--- config.mk ---
export PLATFORM = sky130hd
export DESIGN_NAME = mve_encoder
export DESIGN_NICKNAME = d
export VERILOG_FILES = /design/src/design/mve_pkg.sv /design/src/design/mve_encoder.sv
export SDC_FILE = /design/constraint.sdc
export NUM_CORES = 2
export LEC_CHECK = 0
export BUFFER_PORTS_ARGS = -buffer_cell sky130_fd_sc_hd__buf_2
export CAP_MARGIN = 10
export CORE_MARGIN = 2
export CORE_UTILIZATION = 50
export CTS_BUF_LIST = sky130_fd_sc_hd__clkbuf_8
export DETAILED_ROUTE_END_ITERATION = 8
export PLACE_DENSITY = 0.67
export SLEW_MARGIN = 20
export SYNTH_ARGS = -nofsm -noshare
export SYNTH_HDL_FRONTEND = slang
export SYNTH_SLANG_ARGS = --single-unit
--- constraint.sdc ---
create_clock -name pclk -period 24.6 [get_ports pclk]
set_input_delay 1.23 -clock pclk [delete_from_list [all_inputs] [get_ports pclk]]
set_output_delay 1.23 -clock pclk [all_outputs]
set_load 0.01 [all_outputs]
--- src/design/mve_pkg.sv ---
// package: constants, types and register map of the measurement value encoder
package mve_pkg;

  localparam logic [7:0] OFS_CTRL     = 8'h00;
  localparam logic [7:0] OFS_STATUS   = 8'h04;
  localparam logic [7:0] OFS_MASK     = 8'h08;
  localparam logic [7:0] OFS_SEL      = 8'h0c;
  localparam logic [7:0] OFS_P1_MIN   = 8'h10;
  localparam logic [7:0] OFS_P1_MAX   = 8'h14;
  localparam logic [7:0] OFS_P2_MIN   = 8'h18;
  localparam logic [7:0] OFS_P2_MAX   = 8'h1c;
  localparam logic [7:0] OFS_CUTOFF   = 8'h20;
  localparam logic [7:0] OFS_AOUT_LO  = 8'h24;
  localparam logic [7:0] OFS_AOUT_HI  = 8'h28;
  localparam logic [7:0] OFS_RD_FLOAT = 8'h2c;
  localparam logic [7:0] OFS_RD_INT32 = 8'h30;
  localparam logic [7:0] OFS_RD_INT16 = 8'h34;

  localparam int NUM_CH  = 6;
  localparam int CH_CALC = 0;
  localparam int CH_P1   = 1;
  localparam int CH_P2   = 2;
  localparam int CH_TEMP = 3;
  localparam int CH_SENSOR_ONE_TEMPERATURE = 4;
  localparam int CH_SENSOR_TWO_TEMPERATURE = 5;

  localparam int BIT_COMPUTE_ERR = 6;
  localparam int BIT_POWERUP     = 7;

  localparam int CTRL_SQRT   = 6;
  localparam int CTRL_USE_P1 = 7;
  localparam int CTRL_USE_P2 = 8;
  localparam int CTRL_SRC_LO = 9;
  localparam logic [11:0] CTRL_RESET = 12'h092;

  localparam int SIGN_BIT  = 31;
  localparam int EXP_W     = 8;
  localparam int FRAC_W    = 23;
  localparam logic [7:0] EXP_BIAS = 8'h7f;

  localparam logic [31:0] FLT_ZERO = 32'h00000000;
  localparam logic [31:0] FLT_PINF = 32'h7f800000;
  localparam logic [31:0] FLT_NINF = 32'hff800000;
  localparam logic [31:0] FLT_NAN  = 32'hffffffff;
  localparam logic [31:0] INT32_MAX = 32'h7fffffff;
  localparam logic [31:0] INT32_MIN = 32'h80000000;
  localparam logic [15:0] INT16_MAX = 16'h7fff;
  localparam logic [15:0] INT16_MIN = 16'h8000;

  // temperatures in 0.01 degC: 300 degC and -70 degC
  localparam logic signed [31:0] TEMP_HI = 32'sd30000;
  localparam logic signed [31:0] TEMP_LO = -32'sd7000;
  // span margin as a fraction: tenths
  localparam logic signed [35:0] SPAN_DEN = 36'sd10;
  localparam logic signed [35:0] SPAN_NUM = 36'sd11;

  typedef enum logic [2:0] {
    CLS_VALID = 3'b000,
    CLS_PINF  = 3'b001,
    CLS_NINF  = 3'b010,
    CLS_NAN   = 3'b011,
    CLS_ZERO  = 3'b100
  } mve_cls_t;

  typedef enum logic [1:0] {
    AOUT_NORMAL = 2'b00,
    AOUT_ERROR  = 2'b01,
    AOUT_OVL    = 2'b10,
    AOUT_UVL    = 2'b11
  } mve_aout_t;

  typedef struct packed {
    logic signed [31:0] value;
    logic               ovf;
    logic               unf;
  } mve_meas_t;

  typedef struct packed {
    logic [11:0]                ctrl;
    logic [7:0]                 status;
    logic [7:0]                 mask;
    logic [2:0]                 sel;
    logic signed [31:0]         p1_min;
    logic signed [31:0]         p1_max;
    logic signed [31:0]         p2_min;
    logic signed [31:0]         p2_max;
    logic signed [31:0]         cutoff;
    logic signed [31:0]         aout_lo;
    logic signed [31:0]         aout_hi;
    logic [NUM_CH-1:0][31:0]    flt;
    logic [NUM_CH-1:0][2:0]     cls;
    logic [NUM_CH-1:0][31:0]    ival;
    logic [31:0]                prdata;
    logic                       pslverr;
    logic [3:0][7:0]            tx_bytes;
    mve_aout_t                  aout;
  } mve_state_t;

endpackage : mve_pkg

--- src/design/mve_encoder.sv ---
// measurement value encoder: error classification, float and integer coding, apb registers
//
// How it works
// RULE1: float word is sign, 8-bit exponent, 23-bit fraction
// RULE2: byte i carries bits 8i to 8i+7
// RULE3: overflow sent as 7f 80 00 00
// RULE4: underflow sent as ff 80 00 00
// RULE5: not-a-number sent as all ones
// RULE6: pressure valid within range plus ten percent margins
// RULE7: pressure out of span sets status, sends infinity
// RULE8: faults of inputs propagate to dependent channels
// RULE9: calculated channel NaN on bad pressure input
// RULE10: pressure NaN when its temperature is infinite
// RULE11: sensor temperature +inf on overflow or above 300
// RULE12: sensor temperature -inf on underflow or below -70
// RULE13: square-root mode gives zero below cutoff pressure
// RULE14: inactive channel reads NaN, status stays clear
// RULE15: integer reads saturate NaN/+inf high, -inf low
// RULE16: analogue error level on NaN, ovl/uvl on infinities
// RULE17: host converter switches line direction by itself
// RULE18: host converter echoes each transmitted message
// RULE19: status bits 0-5 channels, 6 compute, 7 power-up
`timescale 1ns/1ps
`default_nettype none

module mve_encoder
  import mve_pkg::*;
(
  input  wire logic                  pclk,
  input  wire logic                  presetn,
  input  wire logic                  psel,
  input  wire logic                  penable,
  input  wire logic                  pwrite,
  input  wire logic [7:0]            paddr,
  input  wire logic [31:0]           pwdata,
  output logic      [31:0]           prdata,
  output logic                       pready,
  output logic                       pslverr,
  input  wire mve_meas_t [NUM_CH-1:0] meas,
  input  wire logic                  powerup_flag,
  output logic      [3:0][7:0]       tx_bytes,
  output logic      [7:0]            tx_status,
  output mve_aout_t                  aout_state,
  output logic                       irq
);

  mve_state_t r;
  mve_state_t next_r;

  // integer to single precision; fraction truncated, exact up to 2^24
  function automatic logic [31:0] int_to_float(input logic signed [31:0] v);
    logic [31:0] mag;
    logic [31:0] norm;
    logic [4:0]  pos;
    logic [7:0]  expo;
    mag  = v[SIGN_BIT] ? (~v + 32'h00000001) : v;
    pos  = 5'h00;
    for (int i = 0; i < 32; i++)
    begin
      if (mag[i])
      begin
        pos = 5'(i);
      end
    end
    norm = mag << (5'h1f - pos);
    expo = EXP_BIAS + {3'h0, pos};
    if (mag == 32'h00000000)
    begin
      return FLT_ZERO;
    end
    return {v[SIGN_BIT], expo[EXP_W-1:0], norm[30 -: FRAC_W]}; // [RULE1]
  endfunction : int_to_float

  function automatic logic [31:0] encode_float(input logic [2:0] c, input logic signed [31:0] v);
    case (c)
      CLS_PINF: return FLT_PINF; // [RULE3]
      CLS_NINF: return FLT_NINF; // [RULE4]
      CLS_NAN:  return FLT_NAN;  // [RULE5]
      CLS_ZERO: return FLT_ZERO;
      default:  return int_to_float(v);
    endcase
  endfunction : encode_float

  function automatic logic [31:0] encode_int32(input logic [2:0] c, input logic signed [31:0] v);
    case (c)
      CLS_PINF, CLS_NAN: return INT32_MAX; // [RULE15]
      CLS_NINF:          return INT32_MIN; // [RULE15]
      CLS_ZERO:          return 32'h00000000;
      default:           return v;
    endcase
  endfunction : encode_int32

  // valid values beyond 16 bits saturate like the infinities
  function automatic logic [15:0] encode_int16(input logic [2:0] c, input logic signed [31:0] v);
    logic hi;
    logic lo;
    hi = (v > 32'sd32767);
    lo = (v < -32'sd32768);
    case (c)
      CLS_PINF, CLS_NAN: return INT16_MAX; // [RULE15]
      CLS_NINF:          return INT16_MIN; // [RULE15]
      CLS_ZERO:          return 16'h0000;
      default:
      begin
        if (hi)
        begin
          return INT16_MAX;
        end
        else if (lo)
        begin
          return INT16_MIN;
        end
        return v[15:0];
      end
    endcase
  endfunction : encode_int16

  function automatic logic is_bad(input logic [2:0] c);
    return (c != CLS_VALID) && (c != CLS_ZERO);
  endfunction : is_bad

  // codes 6 and 7 name no channel
  function automatic logic ch_valid(input logic [2:0] s);
    return s < 3'(NUM_CH);
  endfunction : ch_valid

  // scaled by ten so the margin needs no divider: lo = min - span/10
  function automatic logic [1:0] span_check(input logic signed [31:0] v,
                                            input logic signed [31:0] mn,
                                            input logic signed [31:0] mx);
    logic signed [35:0] v10;
    logic signed [35:0] lo10;
    logic signed [35:0] hi10;
    v10  = SPAN_DEN * 36'(v);
    lo10 = SPAN_NUM * 36'(mn) - 36'(mx);
    hi10 = SPAN_NUM * 36'(mx) - 36'(mn);
    return {v10 > hi10, v10 < lo10}; // [RULE6]
  endfunction : span_check

  function automatic logic [2:0] temp_class(input logic act, input mve_meas_t m,
                                            input logic limited);
    if (!act)
    begin
      return CLS_NAN; // [RULE14]
    end
    if (m.ovf || (limited && (m.value > TEMP_HI)))
    begin
      return CLS_PINF; // [RULE11]
    end
    if (m.unf || (limited && (m.value < TEMP_LO)))
    begin
      return CLS_NINF; // [RULE12]
    end
    return CLS_VALID;
  endfunction : temp_class

  // a bad compensating temperature outranks the span test
  function automatic logic [2:0] press_class(input logic act, input mve_meas_t m,
                                             input logic [2:0] tc,
                                             input logic signed [31:0] mn,
                                             input logic signed [31:0] mx);
    logic [1:0] out;
    out = span_check(m.value, mn, mx);
    if (!act)
    begin
      return CLS_NAN; // [RULE14]
    end
    if (is_bad(tc))
    begin
      return CLS_NAN; // [RULE10] [RULE8]
    end
    if (m.ovf || out[1])
    begin
      return CLS_PINF; // [RULE7]
    end
    if (m.unf || out[0])
    begin
      return CLS_NINF; // [RULE7]
    end
    return CLS_VALID;
  endfunction : press_class

  logic [NUM_CH-1:0][2:0] c;
  logic [NUM_CH-1:0]      err;
  logic [31:0]            rd;
  logic                   rd_ok;
  logic                   setup;
  logic                   access;
  logic [2:0]             src;
  logic signed [31:0]     calc_ref;
  logic                   sat_hi;
  logic                   sat_lo;
  logic                   sat;
  logic [7:0]             set_bits;
  logic [7:0]             clr_bits;
  logic [31:0]            sel_flt;
  logic [31:0]            sel_i32;
  logic [15:0]            sel_i16;

  always_comb
  begin
    next_r   = r;
    c        = '0;
    err      = '0;
    rd       = 32'h00000000;
    rd_ok    = 1'b1;
    src      = r.ctrl[CTRL_SRC_LO +: 3];
    calc_ref = r.ctrl[CTRL_USE_P1] ? meas[CH_P1].value : meas[CH_P2].value;
    setup    = psel && !penable;
    access   = psel && penable;

    c[CH_SENSOR_ONE_TEMPERATURE] = temp_class(r.ctrl[CH_SENSOR_ONE_TEMPERATURE], meas[CH_SENSOR_ONE_TEMPERATURE], 1'b1);
    c[CH_SENSOR_TWO_TEMPERATURE] = temp_class(r.ctrl[CH_SENSOR_TWO_TEMPERATURE], meas[CH_SENSOR_TWO_TEMPERATURE], 1'b1);
    c[CH_TEMP] = temp_class(r.ctrl[CH_TEMP], meas[CH_TEMP], 1'b0);
    c[CH_P1]   = press_class(r.ctrl[CH_P1], meas[CH_P1], c[CH_SENSOR_ONE_TEMPERATURE], r.p1_min, r.p1_max);
    c[CH_P2]   = press_class(r.ctrl[CH_P2], meas[CH_P2], c[CH_SENSOR_TWO_TEMPERATURE], r.p2_min, r.p2_max);

    if (!r.ctrl[CH_CALC])
    begin
      c[CH_CALC] = CLS_NAN; // [RULE14]
    end
    // the additional temperature channel feeds the calculation while it is active
    else if ((r.ctrl[CTRL_USE_P1] && is_bad(c[CH_P1])) ||
             (r.ctrl[CTRL_USE_P2] && is_bad(c[CH_P2])) ||
             (r.ctrl[CH_TEMP] && is_bad(c[CH_TEMP])))
    begin
      c[CH_CALC] = CLS_NAN; // [RULE9] [RULE8]
    end
    else if (r.ctrl[CTRL_SQRT] && (calc_ref < r.cutoff))
    begin
      c[CH_CALC] = CLS_ZERO; // [RULE13]
    end
    else if (meas[CH_CALC].ovf)
    begin
      c[CH_CALC] = CLS_PINF;
    end
    else if (meas[CH_CALC].unf)
    begin
      c[CH_CALC] = CLS_NINF;
    end
    else
    begin
      c[CH_CALC] = CLS_VALID;
    end

    for (int i = 0; i < NUM_CH; i++)
    begin
      err[i]        = r.ctrl[i] && is_bad(c[i]); // [RULE14] [RULE7]
      next_r.cls[i] = c[i];
      next_r.flt[i] = encode_float(c[i], meas[i].value);
      next_r.ival[i] = meas[i].value;
    end

    // the analogue source is judged on the registered copy, one sample behind
    if (ch_valid(src))
    begin
      sat_hi = (r.cls[src] == CLS_VALID) && ($signed(r.ival[src]) > r.aout_hi);
      sat_lo = (r.cls[src] == CLS_VALID) && ($signed(r.ival[src]) < r.aout_lo);
      case (r.cls[src])
        CLS_NAN:  next_r.aout = AOUT_ERROR; // [RULE16]
        CLS_PINF: next_r.aout = AOUT_OVL;   // [RULE16]
        CLS_NINF: next_r.aout = AOUT_UVL;   // [RULE16]
        default:  next_r.aout = sat_hi ? AOUT_OVL : (sat_lo ? AOUT_UVL : AOUT_NORMAL);
      endcase
    end
    else
    begin
      sat_hi      = 1'b0;
      sat_lo      = 1'b0;
      next_r.aout = AOUT_ERROR;
    end
    sat = sat_hi || sat_lo;

    // flags are set again every cycle while the fault stands
    set_bits = {powerup_flag, sat, err}; // [RULE19]
    clr_bits = 8'h00;

    if (ch_valid(r.sel))
    begin
      sel_flt = r.flt[r.sel];
      sel_i32 = encode_int32(r.cls[r.sel], r.ival[r.sel]);
      sel_i16 = encode_int16(r.cls[r.sel], r.ival[r.sel]);
    end
    else
    begin
      sel_flt = FLT_NAN;
      sel_i32 = INT32_MAX;
      sel_i16 = INT16_MAX;
    end
    next_r.tx_bytes = sel_flt; // [RULE2]

    case (paddr)
      OFS_CTRL:     rd = {20'h00000, r.ctrl};
      OFS_STATUS:   rd = {24'h000000, r.status};
      OFS_MASK:     rd = {24'h000000, r.mask};
      OFS_SEL:      rd = {29'h00000000, r.sel};
      OFS_P1_MIN:   rd = r.p1_min;
      OFS_P1_MAX:   rd = r.p1_max;
      OFS_P2_MIN:   rd = r.p2_min;
      OFS_P2_MAX:   rd = r.p2_max;
      OFS_CUTOFF:   rd = r.cutoff;
      OFS_AOUT_LO:  rd = r.aout_lo;
      OFS_AOUT_HI:  rd = r.aout_hi;
      OFS_RD_FLOAT: rd = sel_flt;
      OFS_RD_INT32: rd = sel_i32;
      OFS_RD_INT16: rd = {16'h0000, sel_i16};
      default:      rd_ok = 1'b0;
    endcase

    // read data is captured in the setup cycle so the access phase needs no wait
    if (setup)
    begin
      next_r.prdata  = pwrite ? 32'h00000000 : rd;
      next_r.pslverr = !rd_ok;
    end

    // writes to status and the result windows fall to the default and are dropped
    if (access && pwrite && rd_ok)
    begin
      case (paddr)
        OFS_CTRL:    next_r.ctrl    = pwdata[11:0];
        OFS_MASK:    next_r.mask    = pwdata[7:0];
        OFS_SEL:     next_r.sel     = pwdata[2:0];
        OFS_P1_MIN:  next_r.p1_min  = pwdata;
        OFS_P1_MAX:  next_r.p1_max  = pwdata;
        OFS_P2_MIN:  next_r.p2_min  = pwdata;
        OFS_P2_MAX:  next_r.p2_max  = pwdata;
        OFS_CUTOFF:  next_r.cutoff  = pwdata;
        OFS_AOUT_LO: next_r.aout_lo = pwdata;
        OFS_AOUT_HI: next_r.aout_hi = pwdata;
        default:     next_r.ctrl    = r.ctrl;
      endcase
    end

    if (access && !pwrite && (paddr == OFS_STATUS))
    begin
      // only bits handed out in the setup cycle are cleared; later events stay
      clr_bits = r.prdata[7:0];
    end
    // an event in the clearing cycle survives: set wins
    next_r.status = (r.status & ~clr_bits) | set_bits;
  end

  // every channel reads not-a-number until its first sample is classified
  always_ff @(posedge pclk or negedge presetn)
  begin
    if (!presetn)
    begin
      r          <= '0;
      r.ctrl     <= CTRL_RESET;
      r.tx_bytes <= FLT_NAN;
      r.aout     <= AOUT_ERROR;
      for (int i = 0; i < NUM_CH; i++)
      begin
        r.flt[i] <= FLT_NAN;
        r.cls[i] <= CLS_NAN;
      end
    end
    else
    begin
      r <= next_r;
    end
  end

  assign prdata     = r.prdata;
  assign pslverr    = r.pslverr && psel && penable;
  // registers answer at once, so the access phase never waits
  assign pready     = 1'b1;
  assign tx_bytes   = r.tx_bytes;
  assign tx_status  = r.status;
  assign aout_state = r.aout;
  // level output: stays up until a status read or the mask drops it
  assign irq        = |(r.status & r.mask);

endmodule : mve_encoder

`default_nettype wire

==> out/qor.csv <==
stage,metric,value,unit
synthesis,ys_seq_elements,719,
cts,cts_resized,0,
sta,finalCritPeriodShare,39.19,%
cells_and_area,area_growth,7.063,%
cells_and_area,drive_above_1_share,16.08,%
worst_setup_path,startpoint_type,flop,
detailed_routing,via_per_inst,6.563,
detailed_routing,drtIter0Drc,9730,
detailed_routing,firstDrtPassIters,9,
global_routing,grt_usage,40.56,%
synthesis,syn-mean-instance-area,8.884,µm²
cts,cts_made_buffers,119,
sta,final.setup.tns,0,ns
synthesis,synth_largest_area_cell,dfrtp_1,
detailed_routing,antenna_left,0,
cells_and_area,instances_no_fill,10712,
cts,clock_sinks,719,
synthesis,synthTopCellsByArea,"dfrtp_1 16%, ha_1 13%, dfstp_2 8.3%",
worst_setup_path,arrival,10.42,ns
pwr,ir_worst_vdd,0.04190,mV
synthesis,yosysWarnings,0,
outcome,status,finished with violations,
global_routing,grt_max_degree,179,
synthesis,synth_nets,9807,
die,dieHeight,393.3,µm
detailed_routing,wl_per_cell,29.82,µm
place,dp_hpwl,249000,µm
sta,slew_violations,0,
worst_setup_path,cp_num_buf_inv,3,
synthesis,synth_edf_count,0,
sta,layout_min_cycle_time,9.642,ns
sta,max_freq,0.1037,GHz
outcome,violations,design-rule violations,
pwr,p_per_area,44.72,nW/µm²
sta,rsz0062_at_grt,no,
synthesis,synth_top_flop_cell,dfrtp_1,
pwr,finalPower,3.628,mW
cts,cts_root_buffer,clkbuf_8,
cts,cts_setup_buffers,0,
worst_setup_path,slowest_delay,0.67,ns
synthesis,synthCells,8528,
detailed_routing,drcViolationCount,12,
cts,cts_tree,built,
job,drv_cap,0,
synthesis,netlist-cell-type-count,122,
cts,clk_pin_slew,0.07,ns
cts,cts_hold_buf,0,
die,coreArea,150100,µm²
synthesis,async_flop_share,100.0,%
worst_setup_path,endpoint_kind,flop,
place,port_buffers,325,
global_routing,grt_overflow,0,
die,dieArea,154700,µm²
sta,hold_viol_final,0,
worst_setup_path,cp_top_family,compound AO/OA/AOI/OAI gates,
cells_and_area,final_cell_mix,"1030 x inv_1, 771 x ha_1, 535 x o21ai_0, 528 x nand2_1, 495 x nor2_1",
place,dp_cells,10463,
cells_and_area,nets,9847,
worst_setup_path,critPathRequiredTime,25.38,ns
synthesis,synth-seq-area-share,24.14,%
die,io_pins,327,
sta,worstMarginPinSlew,1.406,ns
synthesis,synth_top_area_share,15.82,%
cts,clock_latency,0.92,ns
sta,fin_skew,0.08573,ns
global_routing,grt_pass1_wl,457500,µm
worst_setup_path,cp_slowest_cell,o21ai_0,
die,die_x,393.3,µm
place,gp_congestion,1.159,
cells_and_area,final_util,54.03,%
cts,cts_buffer_depth,3,
die,start_util,50.46,%
worst_setup_path,worst-path-max-fanout,16,
min_path,min_path_type,input port to async pin,
worst_setup_path,critical_path_class,flop to flop,
cells_and_area,layout_commonest_cell,inv_1,
global_routing,grt_pass1_vias,65985,
global_routing,antenna_found_initial,49,
detailed_routing,vias,70300,
pwr,p_leak,37.22,nW
sta,setup_violations,0,
detailed_routing,routed_wl,319500,µm
synthesis,synthesis.area,75760,µm²
sta,relSlewSlack,5.250,%
die,rows,142,
cts,cts.htree.levels,3,
## sequential cells by signal, indices dropped and copies added, names as in the netlist
signal,count
r,645
tx_status,8
prdata,32
tx_bytes,32
aout_state,2
## synthesized netlist by cell type (all sizes together), types with 182 or more instances
cell / number
nand2: 529
dfstp: 240
mux2i: 350
ha: 771
inv: 997
o21ai: 559
fa: 258
dfrtp: 479
clkbuf: 290
a21oi: 444
xnor2: 201
nand3: 182
buf: 212
mux2: 284
nor2: 505
## layer usage
metal | global-route usage, % | routed length, µm
met2 | 56.97 | 129900
met5 | 0.3190 | 161
met3 | 12.71 | 38750
met4 | 22.54 | 20880
met1 | 54.97 | 129700
## kinds of logic (layout without fill, tap and decap cells)
group,after synthesis,count (layout),share of synthesized area (%)
mux,736,736,11.88
compound gates,2133,2133,18.83
flops,719,719,24.14
simple gates,2027,2027,13.19
fa+ha+maj,1029,1029,19.55
buf+inv,1510,1649,8.064
other cells,1,30,0.004950
xor+xnor,373,373,4.332
## metrics by stage
stage          hold slack, ns  area (µm²)  setup WS (ns)
4_1_cts                0.3141       81010          15.06
2_1_floorplan          0.4477       75760          16.57
3_5_place_dp           0.4640       78470          15.08
5_1_grt                0.3541       81060          14.43
3_3_place_gp           0.4618       78470          15.26
6_report               0.3165       81110          14.96
## worst register-to-register path, delay by kind of cell (launching register included)
kind / cells / cell delay [ns]
compound gates: 20 / 6.05
xor+xnor: 1 / 0.19
flops: 1 / 0.53
buf+inv: 3 / 0.35
simple gates: 3 / 0.48
fa+ha+maj: 5 / 1.98
## area by class of cell
| type | count | area, µm² |
|---|---|---|
| repair buffers | 421 | 2395 |
| well taps | 2016 | 2522 |
| diodes | 29 | 72.57 |
| clock buffers | 142 | 1954 |
| multi-input cells | 6299 | 51500 |
| clock inverters | 78 | 579.3 |
| fillers | 13756 | 69020 |
| inverters | 1008 | 3790 |
| flip-flops and latches | 719 | 18300 |
## final timing paths
kind	to	slack, ns	start	depth (start not counted)
worst max-delay path	r[286]$_DFF_PN1_	14.96	r[662]$_DFFE_PN0P_	32
worst min-delay path	r[252]$_DFF_PN0_	0.32	presetn	1
worst max register to register	r[286]$_DFF_PN1_	14.96	r[662]$_DFFE_PN0P_	32
max in group asynchronous	r[721]$_DFFE_PN0P_	21.30	presetn	4
worst min register to register	prdata[27]$_DFFE_PN0P_	0.48	prdata[27]$_DFFE_PN0P_	2
min in group pclk	prdata[27]$_DFFE_PN0P_	0.48	prdata[27]$_DFFE_PN0P_	2
## power breakdown
group	switching [mW]	internal, mW	total (mW)
logic	0.774	0.438	1.21
clock network	0.549	0.602	1.15
registers	0.0412	1.22	1.26
(Power assumes the default switching activity.)
